==> config.mk <==
export PLATFORM = sky130hd
export DESIGN_NAME = system_reset_exception_sequencer
export DESIGN_NICKNAME = d
export VERILOG_FILES = /design/src/shared/sys_seq_pkg.sv /design/src/core/system_reset_exception_sequencer.sv
export SDC_FILE = /design/constraint.sdc
export NUM_CORES = 1
export LEC_CHECK = 0
export ABC_CLOCK_PERIOD_IN_PS = 6800
export BUFFER_PORTS_ARGS = -buffer_cell sky130_fd_sc_hd__buf_4
export CAP_MARGIN = 10
export CORE_MARGIN = 5
export CORE_UTILIZATION = 29
export CTS_CLUSTER_DIAMETER = 50
export DETAILED_ROUTE_END_ITERATION = 12
export PLACE_DENSITY_LB_ADDON = 0.3
export SLEW_MARGIN = 20
export SYNTH_ARGS = -nofsm -noshare
export SYNTH_HDL_FRONTEND = slang
export SYNTH_SLANG_ARGS = --single-unit
==> constraint.sdc <==
create_clock -name clk_sys -period 6.8 [get_ports clk_sys]
set_input_delay 1.36 -clock clk_sys [delete_from_list [all_inputs] [get_ports clk_sys]]
set_output_delay 1.36 -clock clk_sys [all_outputs]
set_load 0.05 [all_outputs]
==> src/shared/sys_seq_pkg.sv <==
package sys_seq_pkg;
  // ----------------------------------------------------------------
  // register map (word aligned byte addresses)
  // ----------------------------------------------------------------
  localparam logic [7:0] ADDR_BREAK_EXIT  = 8'h00;
  localparam logic [7:0] ADDR_RESET_CAUSE = 8'h04;
  localparam logic [7:0] ADDR_BREAK_CLR   = 8'h08;
  localparam logic [7:0] ADDR_CONTROL     = 8'h0C;
  localparam logic [7:0] ADDR_STATE       = 8'h10;

  // ----------------------------------------------------------------
  // field positions
  // ----------------------------------------------------------------
  localparam int BIT_BREAK_EXIT_WAIT = 1;
  localparam int BIT_CLR_ENABLE      = 7;
  localparam int BIT_WDOG_DISABLE    = 0;
  localparam int BIT_STOP_ALLOW      = 1;
  localparam int CAUSE_FORCED_MON    = 1;
  localparam int CAUSE_LOW_VOLT      = 1;
  // reset cause bit positions
  localparam int RC_LVI  = 1;
  localparam int RC_MON  = 2;
  localparam int RC_ILLEGAL_ADDRESS_FLAG = 3;
  localparam int RC_ILLEGAL_OPCODE_FLAG = 4;
  localparam int RC_WDOG = 5;
  localparam int RC_PIN  = 6;
  localparam int RC_POR  = 7;

  // ----------------------------------------------------------------
  // reset values and timing
  // ----------------------------------------------------------------
  localparam logic [7:0]  RESET_CAUSE_POR   = 8'h80;
  localparam logic [7:0]  BREAK_CLR_RESET   = 8'h00;
  localparam logic [7:0]  CONTROL_RESET     = 8'h00;
  localparam int          PRESCALE_WIDTH    = 13;
  localparam logic [12:0] LONG_HOLD_CYCLES  = 13'h1000;
  localparam logic [12:0] TAIL_CYCLES       = 13'h0040;
  localparam logic [12:0] PIN_DRIVE_CYCLES  = 13'h0020;
  localparam logic [12:0] INTERNAL_RESET_SIGNAL_EXTRA_CYCLES = 13'h0020;
  localparam logic [12:0] STOP_RECOVERY     = 13'h1000;
  localparam int          NUM_IRQ           = 8;
  localparam logic [7:0]  ERASED_VECTOR     = 8'hFF;

  typedef enum logic [4:0] {
    ST_RUN    = 5'h01,
    ST_RESET  = 5'h02,
    ST_WAIT   = 5'h04,
    ST_STOP   = 5'h08,
    ST_RECOV  = 5'h10
  } seq_state_t;
endpackage

==> src/core/system_reset_exception_sequencer.sv <==
// Added by the designer: the AHB-Lite interface to the registers and the placing of the registers.
`timescale 1ns/1ps
// Contract
// - illegal opcode sets flag and resets
// - stop instruction acts as illegal opcode; enters stop if stop allow bit set
// - bad opcode fetch address resets; data fetch not
// - erased reset vectors force monitor reset
// - low voltage: pin low 4096, release 64 later
// - 13-bit prescaler on oscillator falling edge
// - prescaler overflow clocks the watchdog
// - pin reset keeps prescaler; runs freely after
// - latched interrupt cannot be preempted
// - arbitration result given as constant vector code
// - take interrupt at boundary if unmasked, enabled
// - highest priority first; pending taken after return
// - software interrupt ignores mask
// - resets share top priority, no arbitration
// - wait stops cpu clock, clears mask
// - enabled interrupt wakes wait, stacking next cycle
// - reset exits wait; watchdog runs unless disabled
// - stop resets prescaler; exit after 4096 cycles
// - break exit wait bit, cleared by zero write
// - reading reset cause clears all flags
// - power-on sets only its own flag
// - in break, clears need clear enable bit
// - internal reset drives pin 32, then 32 more
module system_reset_exception_sequencer (
  input  wire logic        clk_sys,
  input  wire logic        rst,
  input  wire logic        osc_clk,
  input  wire logic        por_pulse,
  input  wire logic        pin_reset_n,
  input  wire logic        low_voltage,
  input  wire logic        wdog_timeout,
  input  wire logic        illegal_op,
  input  wire logic        stop_op,
  input  wire logic        wait_op,
  input  wire logic        swi_op,
  input  wire logic        opcode_fetch,
  input  wire logic        addr_unmapped,
  input  wire logic        vector_fetch,
  input  wire logic [7:0]  vector_data,
  input  wire logic        insn_done,
  input  wire logic        cpu_mask,
  input  wire logic        irq_serviced,
  input  wire logic [7:0]  irq_req,
  input  wire logic [7:0]  irq_en,
  input  wire logic        break_req,
  input  wire logic        break_state,
  input  wire logic        hsel,
  input  wire logic [7:0]  haddr,
  input  wire logic [1:0]  htrans,
  input  wire logic        hwrite,
  input  wire logic [2:0]  hsize,
  input  wire logic [31:0] hwdata,
  input  wire logic        hready,
  output logic [31:0]      hrdata,
  output logic             hreadyout,
  output logic             hresp,
  output logic             rst_pin_out,
  output logic             rst_pin_oe,
  output logic             internal_reset,
  output logic             cpu_clk_en,
  output logic             periph_clk_en,
  output logic             osc_enable,
  output logic             monitor_mode,
  output logic             irq_take,
  output logic [2:0]       irq_vector,
  output logic             clear_mask,
  output logic             wdog_tick,
  output logic             wdog_enable
);

  // ----------------------------------------------------------------
  // state and registers
  // ----------------------------------------------------------------
  sys_seq_pkg::seq_state_t state_q;
  logic [7:0]  cause_q;
  logic        brk_exit_q;
  logic [7:0]  brk_ctl_q;
  logic [7:0]  ctl_q;
  logic [12:0] seq_cnt_q;
  logic        long_hold_q;
  logic        mon_q;
  logic        irq_lat_q;
  logic [2:0]  irq_vec_q;
  logic        osc_q;
  logic [12:0] presc_q;
  logic        wr_pend_q;
  logic        rd_pend_q;
  logic [7:0]  wr_addr_q;
  logic        ovf_q;

  function automatic logic [2:0] prio_enc(input logic [7:0] v);
    prio_enc = 3'h0;
    for (int i = 7; i >= 0; i--) begin
      if (v[i]) begin
        prio_enc = i[2:0];
      end
    end
  endfunction

  // ----------------------------------------------------------------
  // reset sources
  // ----------------------------------------------------------------
  logic illegal_opcode_flag_ev;
  logic illegal_address_flag_ev;
  logic mon_ev;
  logic pin_ev;
  logic int_rst_ev;
  logic any_rst_ev;
  logic stop_req;
  logic [7:0] pend;
  logic can_clear;
  logic osc_fall;

  assign stop_req   = stop_op & ctl_q[sys_seq_pkg::BIT_STOP_ALLOW];
  assign illegal_opcode_flag_ev    = illegal_op | (stop_op & ~ctl_q[sys_seq_pkg::BIT_STOP_ALLOW]);
  assign illegal_address_flag_ev    = opcode_fetch & addr_unmapped;
  assign mon_ev     = vector_fetch & (vector_data == sys_seq_pkg::ERASED_VECTOR);
  assign pin_ev     = ~pin_reset_n;
  // all sources merged without ranking
  assign int_rst_ev = illegal_opcode_flag_ev | illegal_address_flag_ev | mon_ev | wdog_timeout | low_voltage;
  assign any_rst_ev = int_rst_ev | pin_ev | por_pulse;
  assign pend       = irq_req & irq_en;
  assign can_clear  = ~break_state | brk_ctl_q[sys_seq_pkg::BIT_CLR_ENABLE];
  assign osc_fall   = osc_q & ~osc_clk;

  // ----------------------------------------------------------------
  // ahb-lite slave
  // ----------------------------------------------------------------
  logic addr_ok;
  logic rd_cause;
  assign addr_ok   = hsel & htrans[1] & hready;
  assign hreadyout = 1'b1;
  assign hresp     = 1'b0;
  assign rd_cause  = addr_ok & ~hwrite & (haddr == sys_seq_pkg::ADDR_RESET_CAUSE);

  always_ff @(posedge clk_sys or posedge rst) begin
    if (rst) begin
      wr_pend_q <= 1'b0;
      rd_pend_q <= 1'b0;
      wr_addr_q <= 8'h00;
    end else begin
      wr_pend_q <= addr_ok & hwrite;
      rd_pend_q <= addr_ok & ~hwrite;
      wr_addr_q <= haddr;
    end
  end

  always_ff @(posedge clk_sys or posedge rst) begin
    if (rst) begin
      hrdata <= 32'h0000_0000;
    end else if (addr_ok & ~hwrite) begin
      case (haddr)
        sys_seq_pkg::ADDR_BREAK_EXIT:
          hrdata <= {30'h0, brk_exit_q, 1'b0};
        sys_seq_pkg::ADDR_RESET_CAUSE:  hrdata <= {24'h0, cause_q};
        sys_seq_pkg::ADDR_BREAK_CLR:    hrdata <= {24'h0, brk_ctl_q};
        sys_seq_pkg::ADDR_CONTROL:      hrdata <= {24'h0, ctl_q};
        sys_seq_pkg::ADDR_STATE:        hrdata <= {19'h0, presc_q};
        default:                        hrdata <= 32'h0000_0000;
      endcase
    end
  end

  always_ff @(posedge clk_sys or posedge rst) begin
    if (rst) begin
      brk_ctl_q <= sys_seq_pkg::BREAK_CLR_RESET;
      ctl_q     <= sys_seq_pkg::CONTROL_RESET;
    end else if (wr_pend_q) begin
      if (wr_addr_q == sys_seq_pkg::ADDR_BREAK_CLR) begin
        brk_ctl_q <= {hwdata[7], 7'h00};
      end
      if (wr_addr_q == sys_seq_pkg::ADDR_CONTROL) begin
        ctl_q <= {6'h00, hwdata[1:0]};
      end
    end
  end

  // ----------------------------------------------------------------
  // reset cause flags
  // ----------------------------------------------------------------
  always_ff @(posedge clk_sys or posedge rst) begin
    if (rst) begin
      cause_q <= sys_seq_pkg::RESET_CAUSE_POR;
    end else if (por_pulse) begin
      cause_q <= sys_seq_pkg::RESET_CAUSE_POR;
    end else if (any_rst_ev && state_q != sys_seq_pkg::ST_RESET) begin
      cause_q <= {1'b0, pin_ev, wdog_timeout, illegal_opcode_flag_ev, illegal_address_flag_ev, mon_ev, low_voltage, 1'b0};
    end else if (rd_cause & can_clear) begin
      cause_q <= 8'h00;
    end
  end

  always_ff @(posedge clk_sys or posedge rst) begin
    if (rst) begin
      brk_exit_q <= 1'b0;
    end else if (state_q == sys_seq_pkg::ST_WAIT && break_req) begin
      brk_exit_q <= 1'b1;
    end else if (wr_pend_q && wr_addr_q == sys_seq_pkg::ADDR_BREAK_EXIT
                 && !hwdata[sys_seq_pkg::BIT_BREAK_EXIT_WAIT] && can_clear) begin
      brk_exit_q <= 1'b0;
    end
  end

  // ----------------------------------------------------------------
  // prescaler on oscillator falling edge
  // ----------------------------------------------------------------
  always_ff @(posedge clk_sys or posedge rst) begin
    if (rst) begin
      osc_q   <= 1'b0;
      presc_q <= 13'h0000;
      ovf_q   <= 1'b0;
    end else begin
      osc_q <= osc_clk;
      ovf_q <= 1'b0;
      if (state_q == sys_seq_pkg::ST_STOP) begin
        presc_q <= 13'h0000;
      end else if (int_rst_ev | por_pulse) begin
        presc_q <= 13'h0000;
      end else if (osc_fall) begin
        presc_q <= presc_q + 13'h0001;
        ovf_q   <= &presc_q;
      end
    end
  end
  assign wdog_tick   = ovf_q;
  assign wdog_enable = ~ctl_q[sys_seq_pkg::BIT_WDOG_DISABLE];

  // ----------------------------------------------------------------
  // sequencer
  // ----------------------------------------------------------------
  always_ff @(posedge clk_sys or posedge rst) begin
    if (rst) begin
      state_q     <= sys_seq_pkg::ST_RESET;
      seq_cnt_q   <= 13'h0000;
      long_hold_q <= 1'b1;
      mon_q       <= 1'b0;
    end else begin
      case (state_q)
        sys_seq_pkg::ST_RESET: begin
          if (pin_ev) begin
            seq_cnt_q <= 13'h0000;
          end else if (osc_fall) begin
            seq_cnt_q <= seq_cnt_q + 13'h0001;
          end
          if (long_hold_q && osc_fall
              && seq_cnt_q == sys_seq_pkg::LONG_HOLD_CYCLES + sys_seq_pkg::TAIL_CYCLES - 13'h0001)
          begin
            state_q <= sys_seq_pkg::ST_RUN;
          end
          if (!long_hold_q && osc_fall && seq_cnt_q ==
              sys_seq_pkg::PIN_DRIVE_CYCLES + sys_seq_pkg::INTERNAL_RESET_SIGNAL_EXTRA_CYCLES - 13'h0001) begin
            state_q <= sys_seq_pkg::ST_RUN;
          end
        end
        sys_seq_pkg::ST_RUN: begin
          if (wait_op) begin
            state_q <= sys_seq_pkg::ST_WAIT;
          end else if (stop_req) begin
            state_q <= sys_seq_pkg::ST_STOP;
          end
        end
        sys_seq_pkg::ST_WAIT: begin
          if (|pend || break_req) begin
            state_q <= sys_seq_pkg::ST_RUN;
          end
        end
        sys_seq_pkg::ST_STOP: begin
          seq_cnt_q <= 13'h0000;
          if (|pend || break_req) begin
            state_q <= sys_seq_pkg::ST_RECOV;
          end
        end
        sys_seq_pkg::ST_RECOV: begin
          if (osc_fall) begin
            seq_cnt_q <= seq_cnt_q + 13'h0001;
          end
          if (osc_fall && seq_cnt_q == sys_seq_pkg::STOP_RECOVERY - 13'h0001) begin
            state_q <= sys_seq_pkg::ST_RUN;
          end
        end
        default: state_q <= sys_seq_pkg::ST_RESET;
      endcase
      if (any_rst_ev) begin
        state_q     <= sys_seq_pkg::ST_RESET;
        seq_cnt_q   <= 13'h0000;
        long_hold_q <= low_voltage | por_pulse;
      end
      if (mon_ev) begin
        mon_q <= 1'b1;
      end else if (por_pulse) begin
        mon_q <= 1'b0;
      end
    end
  end

  logic in_rst;
  assign in_rst         = (state_q == sys_seq_pkg::ST_RESET);
  assign internal_reset = in_rst;
  assign rst_pin_out    = 1'b0;
  assign rst_pin_oe     = in_rst && (long_hold_q ? seq_cnt_q < sys_seq_pkg::LONG_HOLD_CYCLES
                                     : seq_cnt_q < sys_seq_pkg::PIN_DRIVE_CYCLES);
  assign cpu_clk_en     = (state_q == sys_seq_pkg::ST_RUN);
  assign periph_clk_en  = (state_q != sys_seq_pkg::ST_STOP) && (state_q != sys_seq_pkg::ST_RECOV);
  assign osc_enable     = (state_q != sys_seq_pkg::ST_STOP);
  assign monitor_mode   = mon_q & ~in_rst;
  assign clear_mask     = (state_q == sys_seq_pkg::ST_RUN) & wait_op;

  // ----------------------------------------------------------------
  // interrupt latch and arbitration
  // ----------------------------------------------------------------
  logic boundary;
  assign boundary = insn_done | (state_q == sys_seq_pkg::ST_WAIT);

  always_ff @(posedge clk_sys or posedge rst) begin
    if (rst) begin
      irq_lat_q <= 1'b0;
      irq_vec_q <= 3'h0;
      irq_take  <= 1'b0;
    end else begin
      irq_take <= 1'b0;
      if (in_rst) begin
        irq_lat_q <= 1'b0;
      end else if (irq_lat_q) begin
        if (irq_serviced || cpu_mask) begin
          irq_lat_q <= 1'b0;
        end
      end else if (boundary && swi_op) begin
        irq_take  <= 1'b1;
        irq_vec_q <= 3'h0;
      end else if (boundary && !cpu_mask && |pend) begin
        irq_lat_q <= 1'b1;
        irq_take  <= 1'b1;
        irq_vec_q <= prio_enc(pend);
      end
    end
  end
  assign irq_vector = irq_vec_q;

  // ----------------------------------------------------------------
  // checks
  // ----------------------------------------------------------------
  a_illegal_opcode_flag_resets: assert property (@(posedge clk_sys) disable iff (rst)
    illegal_op |=> in_rst) else $error("illegal opcode did not reset");
  a_stop_illegal_opcode_flag: assert property (@(posedge clk_sys) disable iff (rst)
    stop_op && !ctl_q[sys_seq_pkg::BIT_STOP_ALLOW] |=> in_rst && cause_q[sys_seq_pkg::RC_ILLEGAL_OPCODE_FLAG])
    else $error("stop not illegal");
  a_illegal_address_flag_flag: assert property (@(posedge clk_sys) disable iff (rst)
    illegal_address_flag_ev && !por_pulse && !in_rst |=> cause_q[3]) else $error("illegal_address_flag flag missing");
  a_mon_flag: assert property (@(posedge clk_sys) disable iff (rst)
    mon_ev |=> mon_q && in_rst) else $error("monitor entry missing");
  a_latch_hold: assert property (@(posedge clk_sys) disable iff (rst)
    irq_lat_q && !irq_serviced && !cpu_mask && !in_rst |=> $stable(irq_vec_q))
    else $error("latched interrupt preempted");
  a_mask_block: assert property (@(posedge clk_sys) disable iff (rst)
    cpu_mask && !swi_op |=> !irq_take) else $error("masked interrupt taken");
  a_wait_wake: assert property (@(posedge clk_sys) disable iff (rst)
    state_q == sys_seq_pkg::ST_WAIT && |pend && !any_rst_ev |=> cpu_clk_en)
    else $error("wait not exited");
  a_stop_presc: assert property (@(posedge clk_sys) disable iff (rst)
    state_q == sys_seq_pkg::ST_STOP |=> presc_q == 13'h0000) else $error("prescaler not reset");
  a_por_cause: assert property (@(posedge clk_sys) disable iff (rst)
    por_pulse |=> cause_q == 8'h80) else $error("por cause wrong");
  c_wait_exit: cover property (@(posedge clk_sys) state_q == sys_seq_pkg::ST_WAIT ##1 cpu_clk_en);
  c_irq_taken: cover property (@(posedge clk_sys) irq_take && irq_vec_q != 3'h0);
  c_reset_run: cover property (@(posedge clk_sys) in_rst ##1 !in_rst);

endmodule

* Word level (Yosys, flattened, before mapping)
Index checks and enable logic that the tools add are counted.
Storage, ports and cells: bits in registers 93, input port bits 91, word-level logic and storage cells 157
Operators by class: add/subtract/negate cells 2, magnitude comparators 2, eq/ne operators 23, multiplexer cells 46, bitwise operators 33, reductions and logical operators 34
Operators by type and width (number):
- $mux W13 | 6
- $pmux W13 S5 | 1
- $mux W5 | 8
- $pmux W13 S3 | 1
- $eq A8 B4 Y1 const B | 4
- $mux W3 | 10
- $add A13 B1 Y13 const B | 2
- $pmux W5 S5 | 1
- $mux W8 | 3
- $logic_not A8 Y1 | 2
- $mux W1 | 16
- $logic_and A1 B1 Y1 | 15
- $and A1 B1 Y1 | 13
- $eq A13 B12 Y1 const B | 1
- $eq A13 B13 Y1 const B | 1
- $eq A13 B6 Y1 const B | 1
- $lt A13 B13 Y1 const B | 1
- $lt A13 B6 Y1 const B | 1
- $reduce_and A13 Y1 | 1
- $or A1 B1 Y1 | 11
- $and A8 B8 Y8 | 1
- $eq A8 B3 Y1 const B | 1
- $eq A8 B5 Y1 const B | 1
- $eq A8 B8 Y1 const B | 1
- other kinds (21) | 37

* Depth between registers and ports, before layout
Gate-level depths: netlist of the first run.
depth in word-level cells 12, depth in mapped cells 7

* Worst setup path after synthesis of the first run
No wires, ideal clock.
path type reg-to-output, from register state_q[0], to output rst_pin_oe, arrival time 2.939 ns, slack 2.501 ns, stages on the path, launching flop included 4, path through dfrtp_1 -> or3_4 -> nor3_2 -> nor3b_1
Between the ends: longest elaborated chain between the ends 2
Ends and longest elaborated chain:
- start, declared | RTL line system_reset_exception_sequencer.sv:77 | sys_seq_pkg::seq_state_t state_q;
- start signal, assigned | RTL line system_reset_exception_sequencer.sv:236 | state_q <= sys_seq_pkg::ST_RESET;
- start signal, assigned | RTL line system_reset_exception_sequencer.sv:251 | state_q <= sys_seq_pkg::ST_RUN;
- start signal, assigned | RTL line system_reset_exception_sequencer.sv:255 | state_q <= sys_seq_pkg::ST_RUN;
- $eq A5 B2 Y1 | RTL line system_reset_exception_sequencer.sv:300 | assign in_rst = (state_q == sys_seq_pkg::ST_RESET);
- via internal_reset | RTL line system_reset_exception_sequencer.sv:62 | output logic internal_reset,
- $logic_and A1 B1 Y1 | RTL line system_reset_exception_sequencer.sv:303 | assign rst_pin_oe = in_rst && (long_hold_q ? seq_cnt_q < sys_seq_pkg::LONG_HOLD_CYCLES
- end, declared | RTL line system_reset_exception_sequencer.sv:61 | output logic rst_pin_oe,
The timed path passes the listed nets, and every way through them passes these cells.

* Final worst setup path of the first run
from register state_q[2], to output rst_pin_oe
Between the ends: longest elaborated chain between the ends 2
Ends and longest elaborated chain (RTL line):
- $eq A5 B2 Y1 | system_reset_exception_sequencer.sv:300
- $logic_and A1 B1 Y1 | system_reset_exception_sequencer.sv:303
No other way between the ends.

==> results of run 1 <==
==> cells by family (layout without fill, tap and decap cells) <==
| group | Yosys count | after routing | synth area share |
|---|---|---|---|
| DFF | 73 | 73 | 0.4798 |
| and+or+nand+nor | 168 | 168 | 0.2240 |
| muxes | 5 | 5 | 0.01377 |
| buffers and inverters | 46 | 114 | 0.07051 |
| adders and majority gates | 2 | 2 | 0.006558 |
| xor gates and xnor gates | 29 | 29 | 0.06658 |
| other | 2 | 22 | 0.001969 |
| AOI/OAI and AO/OA | 72 | 72 | 0.1368 |
==> Yosys cell counts, types with 2 or more instances <==
cell and number:
clkbuf_1 4, mux2i_1 3, dfstp_2 3, nor2b_1 6, a31oi_1 2, nand4_1 8
xnor2_1 13, conb_1 2, o31ai_1 4, a22o_1 6, o41a_1 2, buf_4 22
o211ai_1 2, ha_1 2, nand3_1 16, and3_1 4, nand2_1 48, a22oi_1 10
nor3b_1 2, buf_2 3, nor2_1 47, inv_1 15, o21ai_0 20, mux2_2 2
nand4b_1 2, or3_1 2, and4_1 3, xor2_1 16, nor3_1 13, nand3b_1 4
a21o_1 2, a21oi_1 7, o41ai_1 3, dfrtp_1 70, a2111o_1 2, a32o_1 5
==> where the power goes <==
group / switching, W / internal (W) / total (W)
registers: 0.00000214 / 0.000439 / 0.000442
logic: 0.0000589 / 0.0000303 / 0.0000892
clock network: 0.000179 / 0.000430 / 0.000609
total: 0.000240 / 0.000899 / 0.00114
==> worst paths after layout <==
| path | startpoint | end | slack [ns] | cells after the start |
|---|---|---|---|---|
| setup / recovery | state_q[2] | rst_pin_oe | 2.97 | 4 |
| hold / removal | mon_q | mon_q | 0.47 | 1 |
| setup reg to reg | state_q[2] | state_q[4] | 4.41 | 5 |
| hold reg to reg | mon_q | mon_q | 0.47 | 1 |
| max in group asynchronous | rst | seq_cnt_q[0] | 4.89 | 3 |
| min in group asynchronous | rst | seq_cnt_q[10] | 1.30 | 3 |
==> state kept, by name (all words and copies together), names as in the netlist <==
register / flops
ctl_q: 2
brk_ctl_q: 1
state_q: 5
seq_cnt_q: 13
wdog_tick: 1
irq_lat_q: 1
presc_q: 13
irq_vector: 3
brk_exit_q: 1
wr_addr_q: 8
wr_pend_q: 1
cause_q: 7
mon_q: 1
osc_q: 1
long_hold_q: 1
irq_take: 1
hrdata: 13
==> final cells by class <==
cell class,instances,share of cell area
Clock inverter,6,0.03161
Inverter,15,0.01147
Clock buffer,9,0.04588
Multi-Input combinational cell,298,0.3648
Timing Repair Buffer,84,0.1285
Sequential cell,73,0.3729
Tap cell,176,0.04486
==> per-layer routing <==
metal | track usage | vias up | share of wire
li1 | - | 1527 | -
met1 | 0.1647 | 1533 | 0.46
met3 | 0.03645 | 11 | 0.043
met5 | 0 | - | 0
met4 | 0.03224 | 0 | 0.011
met2 | 0.1959 | 62 | 0.48
==> stage by stage <==
step                      setup WS, ns  cell area [µm²]  hold WS, ns  utilization
after floorplan                  2.501             3890       0.4460            -
after global placement           3.380             4528       0.4547       0.3461
after detailed placement         3.363             4528       0.4625       0.3461
after CTS                        2.984             4908       0.4752       0.3751
after global routing             2.831             4908       0.5081       0.3751
final                            2.972             4908       0.4698       0.3751
==> results.toml, run 1 <==
[synth]
avgSynthCellArea_um2 = 9.609
synth_top_cell_area_share = 0.4592
yosysWarnings = 0
synth_area_leader_cell = "dfrtp_1"
syn_inst = 397
synth_edf_count = 0
synth-seq-area-share = 0.4798
ys_async_sr_fraction = 1.000
synth_area_leaders = "dfrtp_1 46%, nand2_1 4.7%, nor2_1 4.6%"
synth_top_flop_cell = "dfrtp_1"
syn-cell-area_mm2 = 0.003815
ys_ff_latch = 73
yosysUniqueCellTypes = 58

[clocking]
cts-buffers-inserted = 9
ctsResizeCount = 0
root_buffer = "clkbuf_16"
clk_latency_ns = 0.34
cts.sinks = 73
cts_tree = "done"
htreeDepth = 3
clockBufferDepth = 2
path_clk_slew_ns = 0.06
holdBufCountCts = 0
postCtsSetupBuffers = 0

[critical_path]
cpLargestDelayFamily = "simple AND/OR/NAND/NOR gates"
worstPathRequired_ns = 5.44
critPathMaxFanout = 13
cp-start-kind = "flip-flop"
arrival_ns = 2.47
cp-end-kind = "output pin"
cp_cell_sequence = "or3_4 -> nor3_2 -> nor3b_1 -> buf_4"
slowest_stage = "nor3_2"
crit_buf_inv = 1
crit_type = "flip-flop to output pin"
critPathMaxStageDelay_ns = 0.66

[layout]
mostFrequentLayoutCells = "84 x buf_4, 70 x dfrtp_1, 48 x nand2_1"
final_nets = 574
nFillCells = 1318
drive_gt1_frac = 0.2371
multi_input_area_mm2 = 0.001790
seq_area_mm2 = 0.001831
diodes = 0
final_common_cell = "buf_4"
final_cells = 661
syn_to_final_growth_pct = 28.67

[sta]
final.setup_skew_ns = 0.005657
tightest_slew_ns = 0.9222
fin_setup_tns_ns = 0
max_freq_mhz = 261.2
setup_viol = 0
relSlewSlack = 0.3852
min_period_ns = 3.828
finalMaxSlewViolations = 0
rsz0062_at_grt = "no"
hold_viol = 0
finalCritPeriodShare = 0.5630

[die]
rows = 42
dieArea_mm2 = 0.01555
die_h_um = 124.7
io_pins = 139
die_w_um = 124.7
core_area_mm2 = 0.01309
start_util = 0.2915

[route]
drt_iter0_drc = 207
vias_per_cell = 4.740
wl_per_cell_um = 14.54
wl_mm = 9.609
vias = 3133
drt-pass1-iter-count = 4
drc_errors = 0
detail-route-antenna-nets = 0

[placement]
gp_congestion = 0.8535
dp_hpwl_mm = 7.223
portBuffers = 83
dpl.cell_count = 646

[power]
p_total_w = 0.001139
ir_drop_v = 0.0001213
leakage_nw = 2.184
pwr_density_cell_mw_per_mm2 = 232.1

[global_route]
grt_pass1_vias = 3134
grt_pass1_wl_mm = 15.78
gr-total-overflow = 0
grtUsageTotal = 0.1234
grt_max_degree = 74
antenna_found_initial = 0

[job]
cap_violations = 0

[min_path]
min_path_type = "flip-flop to flip-flop"

[outcome]
outcome = "complete, no violations"
(Power assumes the default switching activity.)
==> run 2, diff against run 1 <==
ABC_CLOCK_PERIOD_IN_PS = 3700   (was 6800)
clock period = 3.7 ns   (was 6.8 ns; I/O delays follow)
==> run 2 against run 1 <==
Sequential share of layout area rose by 0.40 points. Global-route usage did not move. Hold slack barely moved. Design area fell by 1.1%. Register-to-register slack got worse by 2.7 ns. First-iteration DRC count fell by 17%. Final cell count rose by 0.45%. Highest routed layer unchanged.
==> results.toml, run 2 (synthesis results as in run 1) <==
[global_route]
antenna_found_initial = 0
grt_pass1_wl_mm = 15.71
gr-total-overflow = 0
grtUsageTotal = 0.1234
grt_pass1_vias = 3069
grt_max_degree = 51

[sta]
min_period_ns = 2.804
relSlewSlack = 0.4123
finalCritPeriodShare = 0.7578
hold_viol = 0
fin_setup_tns_ns = 0
rsz0062_at_grt = "no"
final.setup_skew_ns = 0.003629
worst_slack_ns = 0.8961
setup_viol = 0
finalMaxSlewViolations = 0
tightest_slew_ns = 0.8806
max_freq_mhz = 356.6

[critical_path]
critPathMaxFanout = 13
worstPathRequired_ns = 2.96
arrival_ns = 2.06
crit_type = "flip-flop to output pin"
cp_cell_sequence = "or3_4 -> nor3_2 -> nor3b_1 -> buf_4"
critPathMaxStageDelay_ns = 0.52
cp-start-kind = "flip-flop"
slowest_stage = "dfrtp_1"
cpLargestDelayFamily = "simple AND/OR/NAND/NOR gates"
cp-end-kind = "output pin"
crit_buf_inv = 1

[route]
detail-route-antenna-nets = 0
drt-pass1-iter-count = 5
wl_mm = 9.607
vias_per_cell = 4.717
drc_errors = 0
vias = 3132
wl_per_cell_um = 14.47
drt_iter0_drc = 172

[clocking]
clockBufferDepth = 2
postCtsSetupBuffers = 0
clk_latency_ns = 0.33
ctsResizeCount = 0
cts-buffers-inserted = 9
cts_tree = "done"
holdBufCountCts = 0
path_clk_slew_ns = 0.06
htreeDepth = 3
cts.sinks = 73
root_buffer = "clkbuf_16"

[layout]
multi_input_area_mm2 = 0.001790
top_regs = "hrdata (13), presc_q (13), seq_cnt_q (13)"
final_nets = 576
diodes = 0
nFillCells = 1344
syn_to_final_growth_pct = 27.29
mostFrequentLayoutCells = "86 x buf_4, 70 x dfrtp_1, 48 x nand2_1"
final_common_cell = "buf_4"
drive_gt1_frac = 0.2398
stdcell_area_mm2 = 0.004856
seq_area_mm2 = 0.001831

[power]
pwr_density_cell_mw_per_mm2 = 390.5
ir_drop_v = 0.0001922
leakage_nw = 2.160

[placement]
gp_congestion = 0.8659
post-place-ws_ns = 1.136
dp_hpwl_mm = 7.405
place_area_mm2 = 0.004543
portBuffers = 83

[die]
core_area_mm2 = 0.01309
start_util = 0.2915
die_h_um = 124.7
io_pins = 139
dieArea_mm2 = 0.01555
rows = 42
die_w_um = 124.7

[outcome]
outcome = "complete, no violations"

[min_path]
min_path_type = "flip-flop to flip-flop"

[job]
cap_violations = 0
-- run 2: changes by cell type in the layout (fill, tap and decap cells not counted) --
cell | previous run | this run
buf_4 | 84 | 86
bufinv_16 | 5 | 2
clkbuf_1 | 0 | 1
clkinv_2 | 1 | 4
clkinvlp_4 | 0 | 1
inv_2 | 1 | 0
-- run 2: layout make-up --
| cell class | count | area share |
|---|---|---|
| Clock buffer | 10 | 0.04715 |
| Clock inverter | 6 | 0.01701 |
| Inverter | 15 | 0.01185 |
| Multi-Input combinational cell | 298 | 0.3687 |
| Sequential cell | 73 | 0.3770 |
| Tap cell | 176 | 0.04535 |
| Timing Repair Buffer | 86 | 0.1330 |
-- run 2: final timing paths --
path,end,from,cells after the start,slack [ns]
max,rst_pin_oe,state_q[2],4,0.90
max reg2reg,seq_cnt_q[7],state_q[2],5,1.73
max in group asynchronous,hrdata[12],rst,3,2.43
min in group asynchronous,seq_cnt_q[3],rst,2,0.58
min,mon_q,mon_q,1,0.47
min reg2reg,mon_q,mon_q,1,0.47
-- run 2: per-layer routing --
layer / vias to the layer above / part of all wire / global-route usage
met5: - / 0 / 0
met4: 0 / 0.0069 / 0.03804
met3: 8 / 0.061 / 0.03859
met2: 97 / 0.49 / 0.1972
met1: 1495 / 0.44 / 0.1599
li1: 1532 / - / -
-- run 2: report_power, final --
| group | leakage [nW] | internal, W | switching, W |
|---|---|---|---|
| registers | 0.976 | 0.000807 | 0.00000390 |
| clock network | 0.152 | 0.000587 | 0.000333 |
| logic | 1.03 | 0.0000564 | 0.000109 |
-- run 2: per-stage QoR --
step	power, W	instances	hold WS [ns]	util
2_1_floorplan	0.0009370	417	0.4460	-
3_3_place_gp	0.0009899	648	0.4547	0.3472
3_5_place_dp	0.0009922	648	0.4607	0.3472
4_1_cts	0.001921	664	0.4739	0.3710
5_1_grt	0.001973	664	0.5082	0.3711
6_report	0.001896	664	0.4698	0.3711
